--- src/hw/asm_pkg.sv ---
// Package of offsets, field positions and reset values for the amplifier status bank
package asm_pkg;
   // Register offsets
   localparam logic [7:0] ASM_OFS_CH0_FPM = 8'h60;
   localparam logic [7:0] ASM_OFS_CH0_HLT = 8'h61;
   localparam logic [7:0] ASM_OFS_CH0_MOD = 8'h62;
   localparam logic [7:0] ASM_OFS_CH1_FPM = 8'h64;
   localparam logic [7:0] ASM_OFS_CH1_HLT = 8'h65;
   localparam logic [7:0] ASM_OFS_CH1_MOD = 8'h66;
   localparam logic [7:0] ASM_OFS_STICKY = 8'h6D;
   localparam logic [7:0] ASM_OFS_OUTCFG = 8'h75;
   localparam logic [7:0] ASM_OFS_LIVE = 8'h7C;
   // Frequency/power mode register fields
   localparam int ASM_FREQ_LSB = 4;
   localparam int ASM_FREQ_MSB = 6;
   localparam int ASM_PWR_LSB = 0;
   localparam int ASM_PWR_MSB = 1;
   // Health flag register fields
   localparam int ASM_BIT_SILENCED = 5;
   localparam int ASM_BIT_LOGIC_OK = 4;
   localparam int ASM_BIT_POWER_OK = 3;
   localparam int ASM_BIT_FC2_OK = 2;
   localparam int ASM_BIT_FC1_OK = 1;
   localparam int ASM_BIT_OC_EVT = 0;
   // Output configuration field
   localparam int ASM_OUTCFG_MSB = 2;
   // Fault bit assignment, shared by live and sticky registers
   localparam int ASM_FLT_FLYCAP_OV = 0;
   localparam int ASM_FLT_OVERCURRENT = 1;
   localparam int ASM_FLT_PLL = 2;
   localparam int ASM_FLT_SUPPLY_UV = 3;
   localparam int ASM_FLT_OT_WARN = 4;
   localparam int ASM_FLT_OT_ERR = 5;
   localparam int ASM_FLT_PIN_SHORT = 6;
   localparam int ASM_FLT_DC_PROT = 7;
   localparam int ASM_FLT_W = 8;
   // Reset values
   localparam logic [7:0] ASM_RST_BYTE = 8'h00;
   localparam logic [7:0] ASM_RST_FAULT = 8'h00;
endpackage : asm_pkg

--- src/hw/asm_chan_mon.sv ---
// One channel's monitor bytes: mode, health flags and modulation index
`timescale 1ns/100ps
module asm_chan_mon
   import asm_pkg::*;
(
   // Clock and reset
   input wire logic clk,
   input wire logic arst_n,
   // Channel status from the modulator and supervisors
   input wire logic [2:0] switch_freq_mode,
   input wire logic [1:0] power_mode_state,
   input wire logic silenced_flag,
   input wire logic logic_supply_good,
   input wire logic power_supply_good,
   input wire logic flycap2_good,
   input wire logic flycap1_good,
   input wire logic overcurrent_event,
   input wire logic [7:0] mod_index_value,
   // Register images
   output logic [7:0] fpm_r,
   output logic [7:0] health_r,
   output logic [7:0] mod_r
);
   logic [7:0] fpm_nxt;
   logic [7:0] health_nxt;

   always_comb begin
      fpm_nxt = 8'h00;
      fpm_nxt[ASM_FREQ_MSB:ASM_FREQ_LSB] = switch_freq_mode;
      fpm_nxt[ASM_PWR_MSB:ASM_PWR_LSB] = power_mode_state;
   end

   always_comb begin
      health_nxt = 8'h00;
      health_nxt[ASM_BIT_SILENCED] = silenced_flag;
      health_nxt[ASM_BIT_LOGIC_OK] = logic_supply_good;
      health_nxt[ASM_BIT_POWER_OK] = power_supply_good;
      health_nxt[ASM_BIT_FC2_OK] = flycap2_good;
      health_nxt[ASM_BIT_FC1_OK] = flycap1_good;
      health_nxt[ASM_BIT_OC_EVT] = overcurrent_event;
   end

   // Live sampling every cycle; no host write path exists
   always_ff @(posedge clk or negedge arst_n) begin
      if (!arst_n) begin
         fpm_r <= ASM_RST_BYTE;
         health_r <= ASM_RST_BYTE;
         mod_r <= ASM_RST_BYTE;
      end else begin
         fpm_r <= fpm_nxt;
         health_r <= health_nxt;
         mod_r <= mod_index_value;
      end
   end
endmodule : asm_chan_mon

--- src/hw/asm_fault_acc.sv ---
// Live and sticky fault registers
`timescale 1ns/100ps
module asm_fault_acc
   import asm_pkg::*;
(
   // Clock and reset
   input wire logic clk,
   input wire logic arst_n,
   // Fault sources and clear strobe from the error-handler clear register
   input wire logic [ASM_FLT_W-1:0] fault_src,
   input wire logic fault_clear,
   // Register images
   output logic [ASM_FLT_W-1:0] live_r,
   output logic [ASM_FLT_W-1:0] sticky_r
);
   logic [ASM_FLT_W-1:0] sticky_nxt;

   // Set wins over clear so an event in the clear cycle is kept
   always_comb begin
      sticky_nxt = (sticky_r & ~{ASM_FLT_W{fault_clear}}) | fault_src;
   end

   always_ff @(posedge clk or negedge arst_n) begin
      if (!arst_n) begin
         live_r <= ASM_RST_FAULT;
      end else begin
         live_r <= fault_src;
      end
   end

   always_ff @(posedge clk or negedge arst_n) begin
      if (!arst_n) begin
         sticky_r <= ASM_RST_FAULT;
      end else begin
         sticky_r <= sticky_nxt;
      end
   end
endmodule : asm_fault_acc

--- src/hw/asm_status_bank.sv ---
// Read-only status and monitor register bank of the two-channel amplifier
//
// Function
// - Channel 0 frequency mode at 0x60 bits 6:4
// - Channel 0 power mode at bits 1:0
// - Channel 0 health flags at 0x61 bits 5:0
// - Channel 0 modulation index byte at 0x62
// - Channel 1 copies at 0x64, 0x65, 0x66
// - Sticky fault bits latch until cleared
// - Fault bit order shared by both registers
// - Live fault register shows present state
// - Output configuration code at 0x75 bits 2:0
`timescale 1ns/100ps
module asm_status_bank
   import asm_pkg::*;
(
   // Clock and reset
   input wire logic clk,
   input wire logic arst_n,
   // Register port from the serial control interface
   input wire logic [7:0] reg_addr,
   input wire logic reg_rd_en,
   input wire logic reg_wr_en,
   input wire logic [7:0] reg_wdata,
   output logic [7:0] reg_rdata_r,
   output logic reg_rvalid_r,
   output logic reg_hit_r,
   output logic reg_wr_reject_r,
   // Channel 0 status
   input wire logic [2:0] ch0_switch_freq_mode,
   input wire logic [1:0] ch0_power_mode_state,
   input wire logic ch0_silenced_flag,
   input wire logic ch0_logic_supply_good,
   input wire logic ch0_power_supply_good,
   input wire logic ch0_flycap2_good,
   input wire logic ch0_flycap1_good,
   input wire logic ch0_overcurrent_event,
   input wire logic [7:0] ch0_mod_index_value,
   // Channel 1 status
   input wire logic [2:0] ch1_switch_freq_mode,
   input wire logic [1:0] ch1_power_mode_state,
   input wire logic ch1_silenced_flag,
   input wire logic ch1_logic_supply_good,
   input wire logic ch1_power_supply_good,
   input wire logic ch1_flycap2_good,
   input wire logic ch1_flycap1_good,
   input wire logic ch1_overcurrent_event,
   input wire logic [7:0] ch1_mod_index_value,
   // Output stage configuration pins
   input wire logic [2:0] out_cfg_sel,
   // Fault sources and clear strobe
   input wire logic [ASM_FLT_W-1:0] fault_src,
   input wire logic fault_clear
);
   ////////////////////////////////////////////////////////////////////////////////
   // Address decode
   function automatic logic asm_addr_mapped(input logic [7:0] a);
      case (a)
         ASM_OFS_CH0_FPM, ASM_OFS_CH0_HLT, ASM_OFS_CH0_MOD,
         ASM_OFS_CH1_FPM, ASM_OFS_CH1_HLT, ASM_OFS_CH1_MOD,
         ASM_OFS_STICKY, ASM_OFS_OUTCFG, ASM_OFS_LIVE: asm_addr_mapped = 1'b1;
         default: asm_addr_mapped = 1'b0;
      endcase
   endfunction : asm_addr_mapped

   ////////////////////////////////////////////////////////////////////////////////
   // Per-channel monitors
   logic [2:0] cf_freq [2];
   logic [1:0] cf_pwr [2];
   logic [5:0] cf_flags [2];
   logic [7:0] cf_mod [2];
   logic [7:0] ch_fpm [2];
   logic [7:0] ch_health [2];
   logic [7:0] ch_mod [2];

   assign cf_freq[0] = ch0_switch_freq_mode;
   assign cf_freq[1] = ch1_switch_freq_mode;
   assign cf_pwr[0] = ch0_power_mode_state;
   assign cf_pwr[1] = ch1_power_mode_state;
   assign cf_flags[0] = {ch0_silenced_flag, ch0_logic_supply_good, ch0_power_supply_good,
                         ch0_flycap2_good, ch0_flycap1_good, ch0_overcurrent_event};
   assign cf_flags[1] = {ch1_silenced_flag, ch1_logic_supply_good, ch1_power_supply_good,
                         ch1_flycap2_good, ch1_flycap1_good, ch1_overcurrent_event};
   assign cf_mod[0] = ch0_mod_index_value;
   assign cf_mod[1] = ch1_mod_index_value;

   // Both channels share one layout
   genvar gi;
   generate
      for (gi = 0; gi < 2; gi++) begin : g_chan
         asm_chan_mon u_chan (
            .clk(clk),
            .arst_n(arst_n),
            .switch_freq_mode(cf_freq[gi]),
            .power_mode_state(cf_pwr[gi]),
            .silenced_flag(cf_flags[gi][5]),
            .logic_supply_good(cf_flags[gi][4]),
            .power_supply_good(cf_flags[gi][3]),
            .flycap2_good(cf_flags[gi][2]),
            .flycap1_good(cf_flags[gi][1]),
            .overcurrent_event(cf_flags[gi][0]),
            .mod_index_value(cf_mod[gi]),
            .fpm_r(ch_fpm[gi]),
            .health_r(ch_health[gi]),
            .mod_r(ch_mod[gi])
         );
      end
   endgenerate

   ////////////////////////////////////////////////////////////////////////////////
   // Faults and output configuration
   logic [ASM_FLT_W-1:0] live_q;
   logic [ASM_FLT_W-1:0] sticky_q;
   logic [7:0] outcfg_r;

   asm_fault_acc u_fault (
      .clk(clk),
      .arst_n(arst_n),
      .fault_src(fault_src),
      .fault_clear(fault_clear),
      .live_r(live_q),
      .sticky_r(sticky_q)
   );

   always_ff @(posedge clk or negedge arst_n) begin
      if (!arst_n) begin
         outcfg_r <= ASM_RST_BYTE;
      end else begin
         outcfg_r <= {5'h00, out_cfg_sel};
      end
   end

   ////////////////////////////////////////////////////////////////////////////////
   // Read path
   logic [7:0] rd_mux;

   always_comb begin
      case (reg_addr)
         ASM_OFS_CH0_FPM: rd_mux = ch_fpm[0];
         ASM_OFS_CH0_HLT: rd_mux = ch_health[0];
         ASM_OFS_CH0_MOD: rd_mux = ch_mod[0];
         ASM_OFS_CH1_FPM: rd_mux = ch_fpm[1];
         ASM_OFS_CH1_HLT: rd_mux = ch_health[1];
         ASM_OFS_CH1_MOD: rd_mux = ch_mod[1];
         ASM_OFS_STICKY: rd_mux = sticky_q;
         ASM_OFS_OUTCFG: rd_mux = outcfg_r;
         ASM_OFS_LIVE: rd_mux = live_q;
         default: rd_mux = 8'h00;
      endcase
   end

   // Data holds until the next read so a slow serial shifter can take it
   always_ff @(posedge clk or negedge arst_n) begin
      if (!arst_n) begin
         reg_rdata_r <= ASM_RST_BYTE;
      end else if (reg_rd_en) begin
         reg_rdata_r <= rd_mux;
      end
   end

   always_ff @(posedge clk or negedge arst_n) begin
      if (!arst_n) begin
         reg_rvalid_r <= 1'b0;
         reg_hit_r <= 1'b0;
      end else begin
         reg_rvalid_r <= reg_rd_en;
         reg_hit_r <= (reg_rd_en | reg_wr_en) & asm_addr_mapped(reg_addr);
      end
   end

   ////////////////////////////////////////////////////////////////////////////////
   // Write path: every offset here is read-only, data is dropped
   always_ff @(posedge clk or negedge arst_n) begin
      if (!arst_n) begin
         reg_wr_reject_r <= 1'b0;
      end else begin
         reg_wr_reject_r <= reg_wr_en & asm_addr_mapped(reg_addr);
      end
   end

   ////////////////////////////////////////////////////////////////////////////////
   // Assertions
   a_rd_ch0_freq: assert property (@(posedge clk) disable iff (!arst_n)
      reg_rd_en && reg_addr == ASM_OFS_CH0_FPM |=>
      reg_rdata_r[ASM_FREQ_MSB:ASM_FREQ_LSB] == $past(ch0_switch_freq_mode, 2)
      && reg_rdata_r[7] == 1'b0)
      else $error("channel 0 frequency mode read wrong");

   a_rd_ch0_power: assert property (@(posedge clk) disable iff (!arst_n)
      reg_rd_en && reg_addr == ASM_OFS_CH0_FPM |=>
      reg_rdata_r[ASM_PWR_MSB:ASM_PWR_LSB] == $past(ch0_power_mode_state, 2)
      && reg_rdata_r[3:2] == 2'h0)
      else $error("channel 0 power mode read wrong");

   a_rd_ch0_flags: assert property (@(posedge clk) disable iff (!arst_n)
      reg_rd_en && reg_addr == ASM_OFS_CH0_HLT |=>
      reg_rdata_r == {2'h0, $past(ch0_silenced_flag, 2), $past(ch0_logic_supply_good, 2),
      $past(ch0_power_supply_good, 2), $past(ch0_flycap2_good, 2),
      $past(ch0_flycap1_good, 2), $past(ch0_overcurrent_event, 2)})
      else $error("channel 0 health flags read wrong");

   a_rd_ch0_mod: assert property (@(posedge clk) disable iff (!arst_n)
      reg_rd_en && reg_addr == ASM_OFS_CH0_MOD |=>
      reg_rdata_r == $past(ch0_mod_index_value, 2))
      else $error("channel 0 modulation index read wrong");

   a_rd_ch1_mode: assert property (@(posedge clk) disable iff (!arst_n)
      reg_rd_en && reg_addr == ASM_OFS_CH1_FPM |=>
      reg_rdata_r == {1'b0, $past(ch1_switch_freq_mode, 2), 2'h0,
      $past(ch1_power_mode_state, 2)})
      else $error("channel 1 mode byte read wrong");

   a_rd_ch1_mirror: assert property (@(posedge clk) disable iff (!arst_n)
      reg_rd_en && reg_addr == ASM_OFS_CH1_HLT |=>
      reg_rdata_r == {2'h0, $past(ch1_silenced_flag, 2), $past(ch1_logic_supply_good, 2),
      $past(ch1_power_supply_good, 2), $past(ch1_flycap2_good, 2),
      $past(ch1_flycap1_good, 2), $past(ch1_overcurrent_event, 2)})
      else $error("channel 1 health flags read wrong");

   a_rd_ch1_mod: assert property (@(posedge clk) disable iff (!arst_n)
      reg_rd_en && reg_addr == ASM_OFS_CH1_MOD |=>
      reg_rdata_r == $past(ch1_mod_index_value, 2))
      else $error("channel 1 modulation index read wrong");

   a_sticky_sets: assert property (@(posedge clk) disable iff (!arst_n)
      fault_src != 8'h00 |=> (sticky_q & $past(fault_src)) == $past(fault_src))
      else $error("sticky fault bit failed to set");

   a_sticky_holds: assert property (@(posedge clk) disable iff (!arst_n)
      !fault_clear |=> (sticky_q & $past(sticky_q)) == $past(sticky_q))
      else $error("sticky fault bit dropped without clear");

   a_sticky_clears: assert property (@(posedge clk) disable iff (!arst_n)
      fault_clear && fault_src == 8'h00 |=> sticky_q == 8'h00)
      else $error("sticky fault register not cleared");

   // A sticky bit may only rise where its own source was seen
   a_sticky_cause: assert property (@(posedge clk) disable iff (!arst_n)
      1'b1 |=> (sticky_q & ~$past(sticky_q) & ~$past(fault_src)) == 8'h00)
      else $error("sticky fault bit set without a source");

   a_fault_order: assert property (@(posedge clk) disable iff (!arst_n)
      reg_rd_en && reg_addr == ASM_OFS_STICKY && !$past(fault_clear) |=>
      reg_rdata_r[ASM_FLT_PLL] >= $past(fault_src[ASM_FLT_PLL], 2)
      && reg_rdata_r[ASM_FLT_DC_PROT] >= $past(fault_src[ASM_FLT_DC_PROT], 2))
      else $error("sticky fault bit position wrong");

   a_live_follows: assert property (@(posedge clk) disable iff (!arst_n)
      reg_rd_en && reg_addr == ASM_OFS_LIVE |=> reg_rdata_r == $past(fault_src, 2))
      else $error("live fault register not current");

   a_live_no_latch: assert property (@(posedge clk) disable iff (!arst_n)
      1'b1 |=> live_q == $past(fault_src))
      else $error("live fault register kept a stale value");

   a_outcfg_code: assert property (@(posedge clk) disable iff (!arst_n)
      reg_rd_en && reg_addr == ASM_OFS_OUTCFG |=>
      reg_rdata_r == {5'h00, $past(out_cfg_sel, 2)})
      else $error("output configuration code read wrong");

   // Writes never touch contents; the reject pulse and the hit flag answer those to mapped offsets
   a_write_ignored: assert property (@(posedge clk) disable iff (!arst_n)
      reg_wr_en && asm_addr_mapped(reg_addr) && !reg_rd_en
      |=> reg_wr_reject_r && $stable(reg_rdata_r))
      else $error("write to read-only bank not rejected");

   a_wr_hit_flag: assert property (@(posedge clk) disable iff (!arst_n)
      reg_wr_en && asm_addr_mapped(reg_addr) |=> reg_hit_r)
      else $error("write to mapped offset gave no hit");

   a_reject_cause: assert property (@(posedge clk) disable iff (!arst_n)
      !(reg_wr_en && asm_addr_mapped(reg_addr)) |=> !reg_wr_reject_r)
      else $error("write reject without a mapped write");

   a_unmapped_wr: assert property (@(posedge clk) disable iff (!arst_n)
      reg_wr_en && !reg_rd_en && !asm_addr_mapped(reg_addr) |=> !reg_hit_r)
      else $error("unmapped write gave a hit");

   a_unmapped_zero: assert property (@(posedge clk) disable iff (!arst_n)
      reg_rd_en && !asm_addr_mapped(reg_addr) |=> reg_rdata_r == 8'h00 && !reg_hit_r)
      else $error("unmapped read not zero");

   // Answer strobes are pulses; the serial shifter counts on that
   a_rd_valid_pulse: assert property (@(posedge clk) disable iff (!arst_n)
      1'b1 |=> reg_rvalid_r == $past(reg_rd_en))
      else $error("read strobe not a one-cycle echo of the request");

   a_rdata_holds: assert property (@(posedge clk) disable iff (!arst_n)
      !reg_rd_en |=> $stable(reg_rdata_r))
      else $error("read data changed without a read");

   // Main scenarios
   c_read_live_fault: cover property (@(posedge clk) disable iff (!arst_n)
      reg_rd_en && reg_addr == ASM_OFS_LIVE ##1 reg_rdata_r != 8'h00);
   c_sticky_clear_race: cover property (@(posedge clk) disable iff (!arst_n)
      fault_clear && fault_src != 8'h00);
   c_read_sticky: cover property (@(posedge clk) disable iff (!arst_n)
      reg_rd_en && reg_addr == ASM_OFS_STICKY ##1 reg_rdata_r != 8'h00);
   c_write_reject: cover property (@(posedge clk) disable iff (!arst_n)
      reg_wr_en ##1 reg_wr_reject_r);
   c_read_ch1_mod: cover property (@(posedge clk) disable iff (!arst_n)
      reg_rd_en && reg_addr == ASM_OFS_CH1_MOD ##1 reg_rdata_r == 8'hFF);
endmodule : asm_status_bank

--- config.mk ---
export PLATFORM = sky130hd
export DESIGN_NAME = asm_status_bank
export DESIGN_NICKNAME = d
export VERILOG_FILES = /design/src/hw/asm_pkg.sv /design/src/hw/asm_chan_mon.sv /design/src/hw/asm_fault_acc.sv /design/src/hw/asm_status_bank.sv
export SDC_FILE = /design/constraint.sdc
export NUM_CORES = 1
export LEC_CHECK = 0
export CAP_MARGIN = 40
export CORE_MARGIN = 3
export CORE_UTILIZATION = 43
export DETAILED_ROUTE_END_ITERATION = 8
export DONT_BUFFER_PORTS = 1
export GPL_ROUTABILITY_DRIVEN = 0
export MAX_ROUTING_LAYER = met4
export PLACE_DENSITY_LB_ADDON = 0.3
export SKIP_CTS_REPAIR_TIMING = 1
export SLEW_MARGIN = 40
export SYNTH_ARGS = -nofsm -noshare
export SYNTH_HDL_FRONTEND = slang
export SYNTH_SLANG_ARGS = --single-unit
--- constraint.sdc ---
create_clock -name clk -period 1.3 [get_ports clk]
set_clock_uncertainty 0.05 [all_clocks]
set_input_delay 0 -clock clk [delete_from_list [all_inputs] [get_ports clk]]
set_output_delay 0 -clock clk [all_outputs]
set_load 0.005 [all_outputs]
## Word level (Yosys, flattened, before mapping)

Cells that the tools add are included.

| storage, ports and cells | value |
|---|---|
| bits in registers | 68 |
| output and inout bits | 11 |
| logic and storage cells | 31 |
| input port bits | 70 |

| operators by class | value |
|---|---|
| muxes and demuxes | 2 |
| bitwise logic cells | 6 |
| equal/unequal tests | 9 |
| reductions and logical operators | 1 |

Operators by type and width:

| cell | count |
|---|---|
| == test 8 x 7 -> 1 bit (second input constant) | 9 |
| case mux 8 bit (9 select lines) | 1 |
| OR reduction 9 bit | 1 |
| bitwise AND 8 bit | 1 |
| inverter 8 bit | 1 |
| bitwise OR 8 bit | 1 |
| bitwise AND 1 bit | 2 |
| two-way mux 1 bit | 1 |
| bitwise OR 1 bit | 1 |

## Logic depth before layout (Yosys ltp)

| depth | value |
|---|---|
| depth in word-level cells | 4 |
| depth in mapped cells | 7 |
| mapped depth without buffers | 5 |

## Hierarchy

A second synthesis with hierarchy kept.

| second synthesis, totals | value |
|---|---|
| cells, all modules | 211 |
| area total of the unflattened synthesis | 2806.4 um2 |

Modules (own cells, without submodules):

| module | cells an instance | area an instance (um2) | times used |
|---|---|---|---|
| asm_status_bank | 136 | 1308.8 | 1 |
| asm_chan_mon | 25 | 516.7 | 2 |
| asm_fault_acc | 25 | 464.2 | 1 |

## Worst setup path after synthesis

Ideal clock, no wire load.

| timing | value |
|---|---|
| kind | flip-flop to flip-flop |
| start point | register g_chan[0].u_chan.fpm_r[5] |
| end point | register reg_rdata_r[5] |
| cell stages (with the launch flop) | 6 |
| arrival | 1.036 ns |
| setup slack | 0.132 ns |
| path through | dfrtp_1 and2b_1 a211oi_2 a2111oi_0 o21ai_1 a22oi_2 |

| on the way | value |
|---|---|
| word-level cells in the longest chain between the ends | 1 |

Ends and longest elaborated chain:

| item | line | RTL |
|---|---|---|
| start: declaration | asm_chan_mon.sv:20 | `output logic [7:0] fpm_r,` |
| start signal: assignment | asm_chan_mon.sv:50 | `fpm_r <= fpm_nxt;` |
| case mux 8 bit (9 select lines) | asm_status_bank.sv:138 | `case (reg_addr)` |
| end signal: assignment | asm_status_bank.sv:157 | `reg_rdata_r <= rd_mux;` |
| end: declaration | asm_status_bank.sv:25 | `output logic [7:0] reg_rdata_r,` |

Every way passes these cells.
A chain may end at the register's enable or synchronous reset.

## Final worst setup path

Same ends and word-level chain as after synthesis.

==> impl_results.md <==
- Status: finished, violations left
- Failing checks: hold timing
- Dominant cell by count in the synthesized netlist: dfrtp_1
- Synth Warn #: 0
- Vias in the first global route: 1630
- Num CTS Buffers: 9
- Worst r2r src: g_chan[0].u_chan.fpm_r[5]$_DFF_PN0_
- Leakage power: 1.42 nW
- I/O Buffers: 0
- Data required time of the worst path: 1.47 ns
- Initial DRC count: 75
- Top cells by area, synth: dfrtp_1 67%, mux2i_1 3.6%, a22oi_1 3.6%, a21o_1 2.4%, nand2_1 1.9%
- Start point of the critical path: g_chan[0].u_chan.fpm_r[5]$_DFF_PN0_
- Most frequent cells after synthesis: 68 x dfrtp_1, 13 x nand2_1, 12 x a22oi_1
- Worst R2R Setup Slack: 0.11 ns
- Pwr/cell area: 1220 nW/um^2
- CTS root buffer: clkbuf_8
- Pwr Total: 3.99 mW
- First-pass GRT wire length: 8.01 mm
- Drt pass-1 iters: 4
- Fraction of layout cells with a size suffix above 1: 10.1%
- Actual slew at the worst max-slew pin: 0.467 ns
- Io pins: 81
- # Max-Cap Violations: 0
- Post-route ant nets: 0
- Register area share after synthesis: 67.1%
- Post-synth ARST share: 100%
- Number of distinct library cells after synthesis: 41
- Die ar.: 6850 um^2
- Crit share post-route: 91.9%
- P&R area growth vs syn: 29.6%
- IR drop worst, VDD: 0.000700 V
- WL final: 5.70 mm
- Post-synthesis net count: 254
- Core area: 5610 um^2
- CTS tree: built
- DP HPWL: 3.74 mm
- R2R cell count: 5
- WL/cell: 17.8 um
- Worst hold margin: -0.698 ns
- Vias: 1699
- Worst-path fanout max: 1
- Die width: 82.8 um
- CP Launch Type: flop
- Post-synth top area share: 67.1%
- Final nets: 313
- CP Capture Type: flop
- H-tree Lvls: 3
- Starting Density: 45.2%
- FILL cells: 474
- Setup violators final: 0
- Max clock buf depth: 2
- Worst Setup EP: reg_rdata_r[5]$_DFFE_PN0P_
- Syn_area_per_cell: 13.8 um^2
- Synth Register Bits: 68
- Vias per cell: 5.31
- Largest net degree at the start of global routing: 69
- Total GRT Usage: 17.0%
- Clock Latency Late Sink: 0.33 ns
- R2R Path End: reg_rdata_r[5]$_DFFE_PN0P_
- CTS Sinks: 68
- Largest area contributor in the netlist: dfrtp_1
- DIE HEIGHT: 82.8 um
- FMAX: 837 MHz
- Worst setup path class: flop to flop
- Dpl ws: 0.0158 ns
- Worst setup margin: 0.105 ns
- RSZ-0062 raised after global routing: false
- Worst Hold Class: input pin to async pin
- Global route overflow: 0
- Residual DRC: 0
- EDFF count, synth: 0
- Primary FF master, synth: dfrtp_1
- Core Util, Final: 58.6%
- Min Tclk post-route: 1.19 ns
- Row Count: 27
- Slew HR: 68.8%
- N_diodes: 0
- Mapped cell area: 2530 um^2
- Synth Instances: 184
- Final Slew Violations: 0
- Final hold vios: 74
- CP arrival: 1.36 ns
- Clock slew at reported path FFs: 0.07 ns
- Antenna violations before repair: 0
[state kept, by name (all words and copies together), names as in the netlist]
name and cells:
g_chan.u_chan.mod_r 16, g_chan.u_chan.health_r 12, g_chan.u_chan.fpm_r 10, reg_rdata_r 8, u_fault.live_r 8, u_fault.sticky_r 8
outcfg_r 3, reg_hit_r 1, reg_rvalid_r 1, reg_wr_reject_r 1
[critical path: stages (launching register included)]
cell,delay (ns)
dfrtp_1,0.36
and2b_1,0.16
a211oi_2,0.22
a2111oi_2,0.08
o21ai_1,0.15
a22oi_2,0.06
[cell usage in the layout, fill, tap and decap left out, drive strengths merged, types with 2 or more instances in the layout]
cell type	netlist	layout
mux2i	9	9
and3	3	3
dlygate4sd3	0	54
nand2	13	13
o21ai	7	7
a22oi	14	14
o22a	2	2
a21o	8	8
a22o	2	2
o2bb2ai	5	5
nor2b	4	4
a21oi	6	6
clkbuf	1	14
and3b	3	3
o22ai	2	2
inv	2	2
and2b	3	3
a211oi	3	3
dfrtp	68	68
nor2	9	9
clkinv	0	2
and2	2	2
[routing by layer]
layer,up-vias,global-route usage [%],part of all wire (%)
li1,783,-,-
met1,850,19.4,39
met2,59,26.6,51
met3,7,7.34,8.9
met4,0,6.54,0.95
met5,-,-,0
[cell families (layout without fill, tap and decap cells)]
| family | after synthesis | count (layout) | synth area share, % |
|---|---|---|---|
| flops | 68 | 68 | 67.1 |
| compound gates | 54 | 54 | 16.5 |
| simple gates | 45 | 45 | 10.6 |
| mux | 9 | 9 | 3.55 |
| buf+inv | 8 | 72 | 2.27 |
[stage by stage]
| step | instance area [um^2] | instances | setup TNS (ns) |
|---|---|---|---|
| floorplan | 2530 | 184 | 0 |
| detailed placement | 2570 | 250 | 0 |
| finish | 3280 | 320 | 0 |
| global route | 3280 | 320 | 0 |
| CTS | 2740 | 266 | -0.00958 |
| global placement | 2570 | 250 | 0 |
[how the worst min path moves through the flow]
stage            from                                endpoint  slack (ns)  cells after the start
2_1_floorplan  arst_n     g_chan[0].u_chan.fpm_r[0]$_DFF_PN0_       -0.35                      0
3_3_place_gp   arst_n                  reg_rvalid_r$_DFF_PN0_       -0.34                      0
3_5_place_dp   arst_n                  reg_rvalid_r$_DFF_PN0_       -0.34                      0
4_1_cts        arst_n  g_chan[0].u_chan.health_r[5]$_DFF_PN0_       -0.71                      0
5_1_grt        arst_n              reg_rdata_r[1]$_DFFE_PN0P_       -0.72                      0
6_report       arst_n     g_chan[1].u_chan.fpm_r[0]$_DFF_PN0_       -0.70                      0
[cell type report]
cell class                      count  area [um^2]  share of cell area [%]
Tap cell                           72         90.1                    2.74
Sequential cell                    68         1700                    51.8
Clock buffer                       14          153                    4.65
Inverter                            2         7.51                   0.229
Clock inverter                      2         10.0                   0.305
Multi-Input combinational cell    108          782                    23.8
Timing Repair Buffer               54          541                    16.5
[report_power, final]
group | switching, mW | internal, mW
sequential | 0.0344 | 2.22
clock | 0.714 | 0.741
combinational | 0.104 | 0.185
No activity file was read; power rests on OpenSTA's default activity.
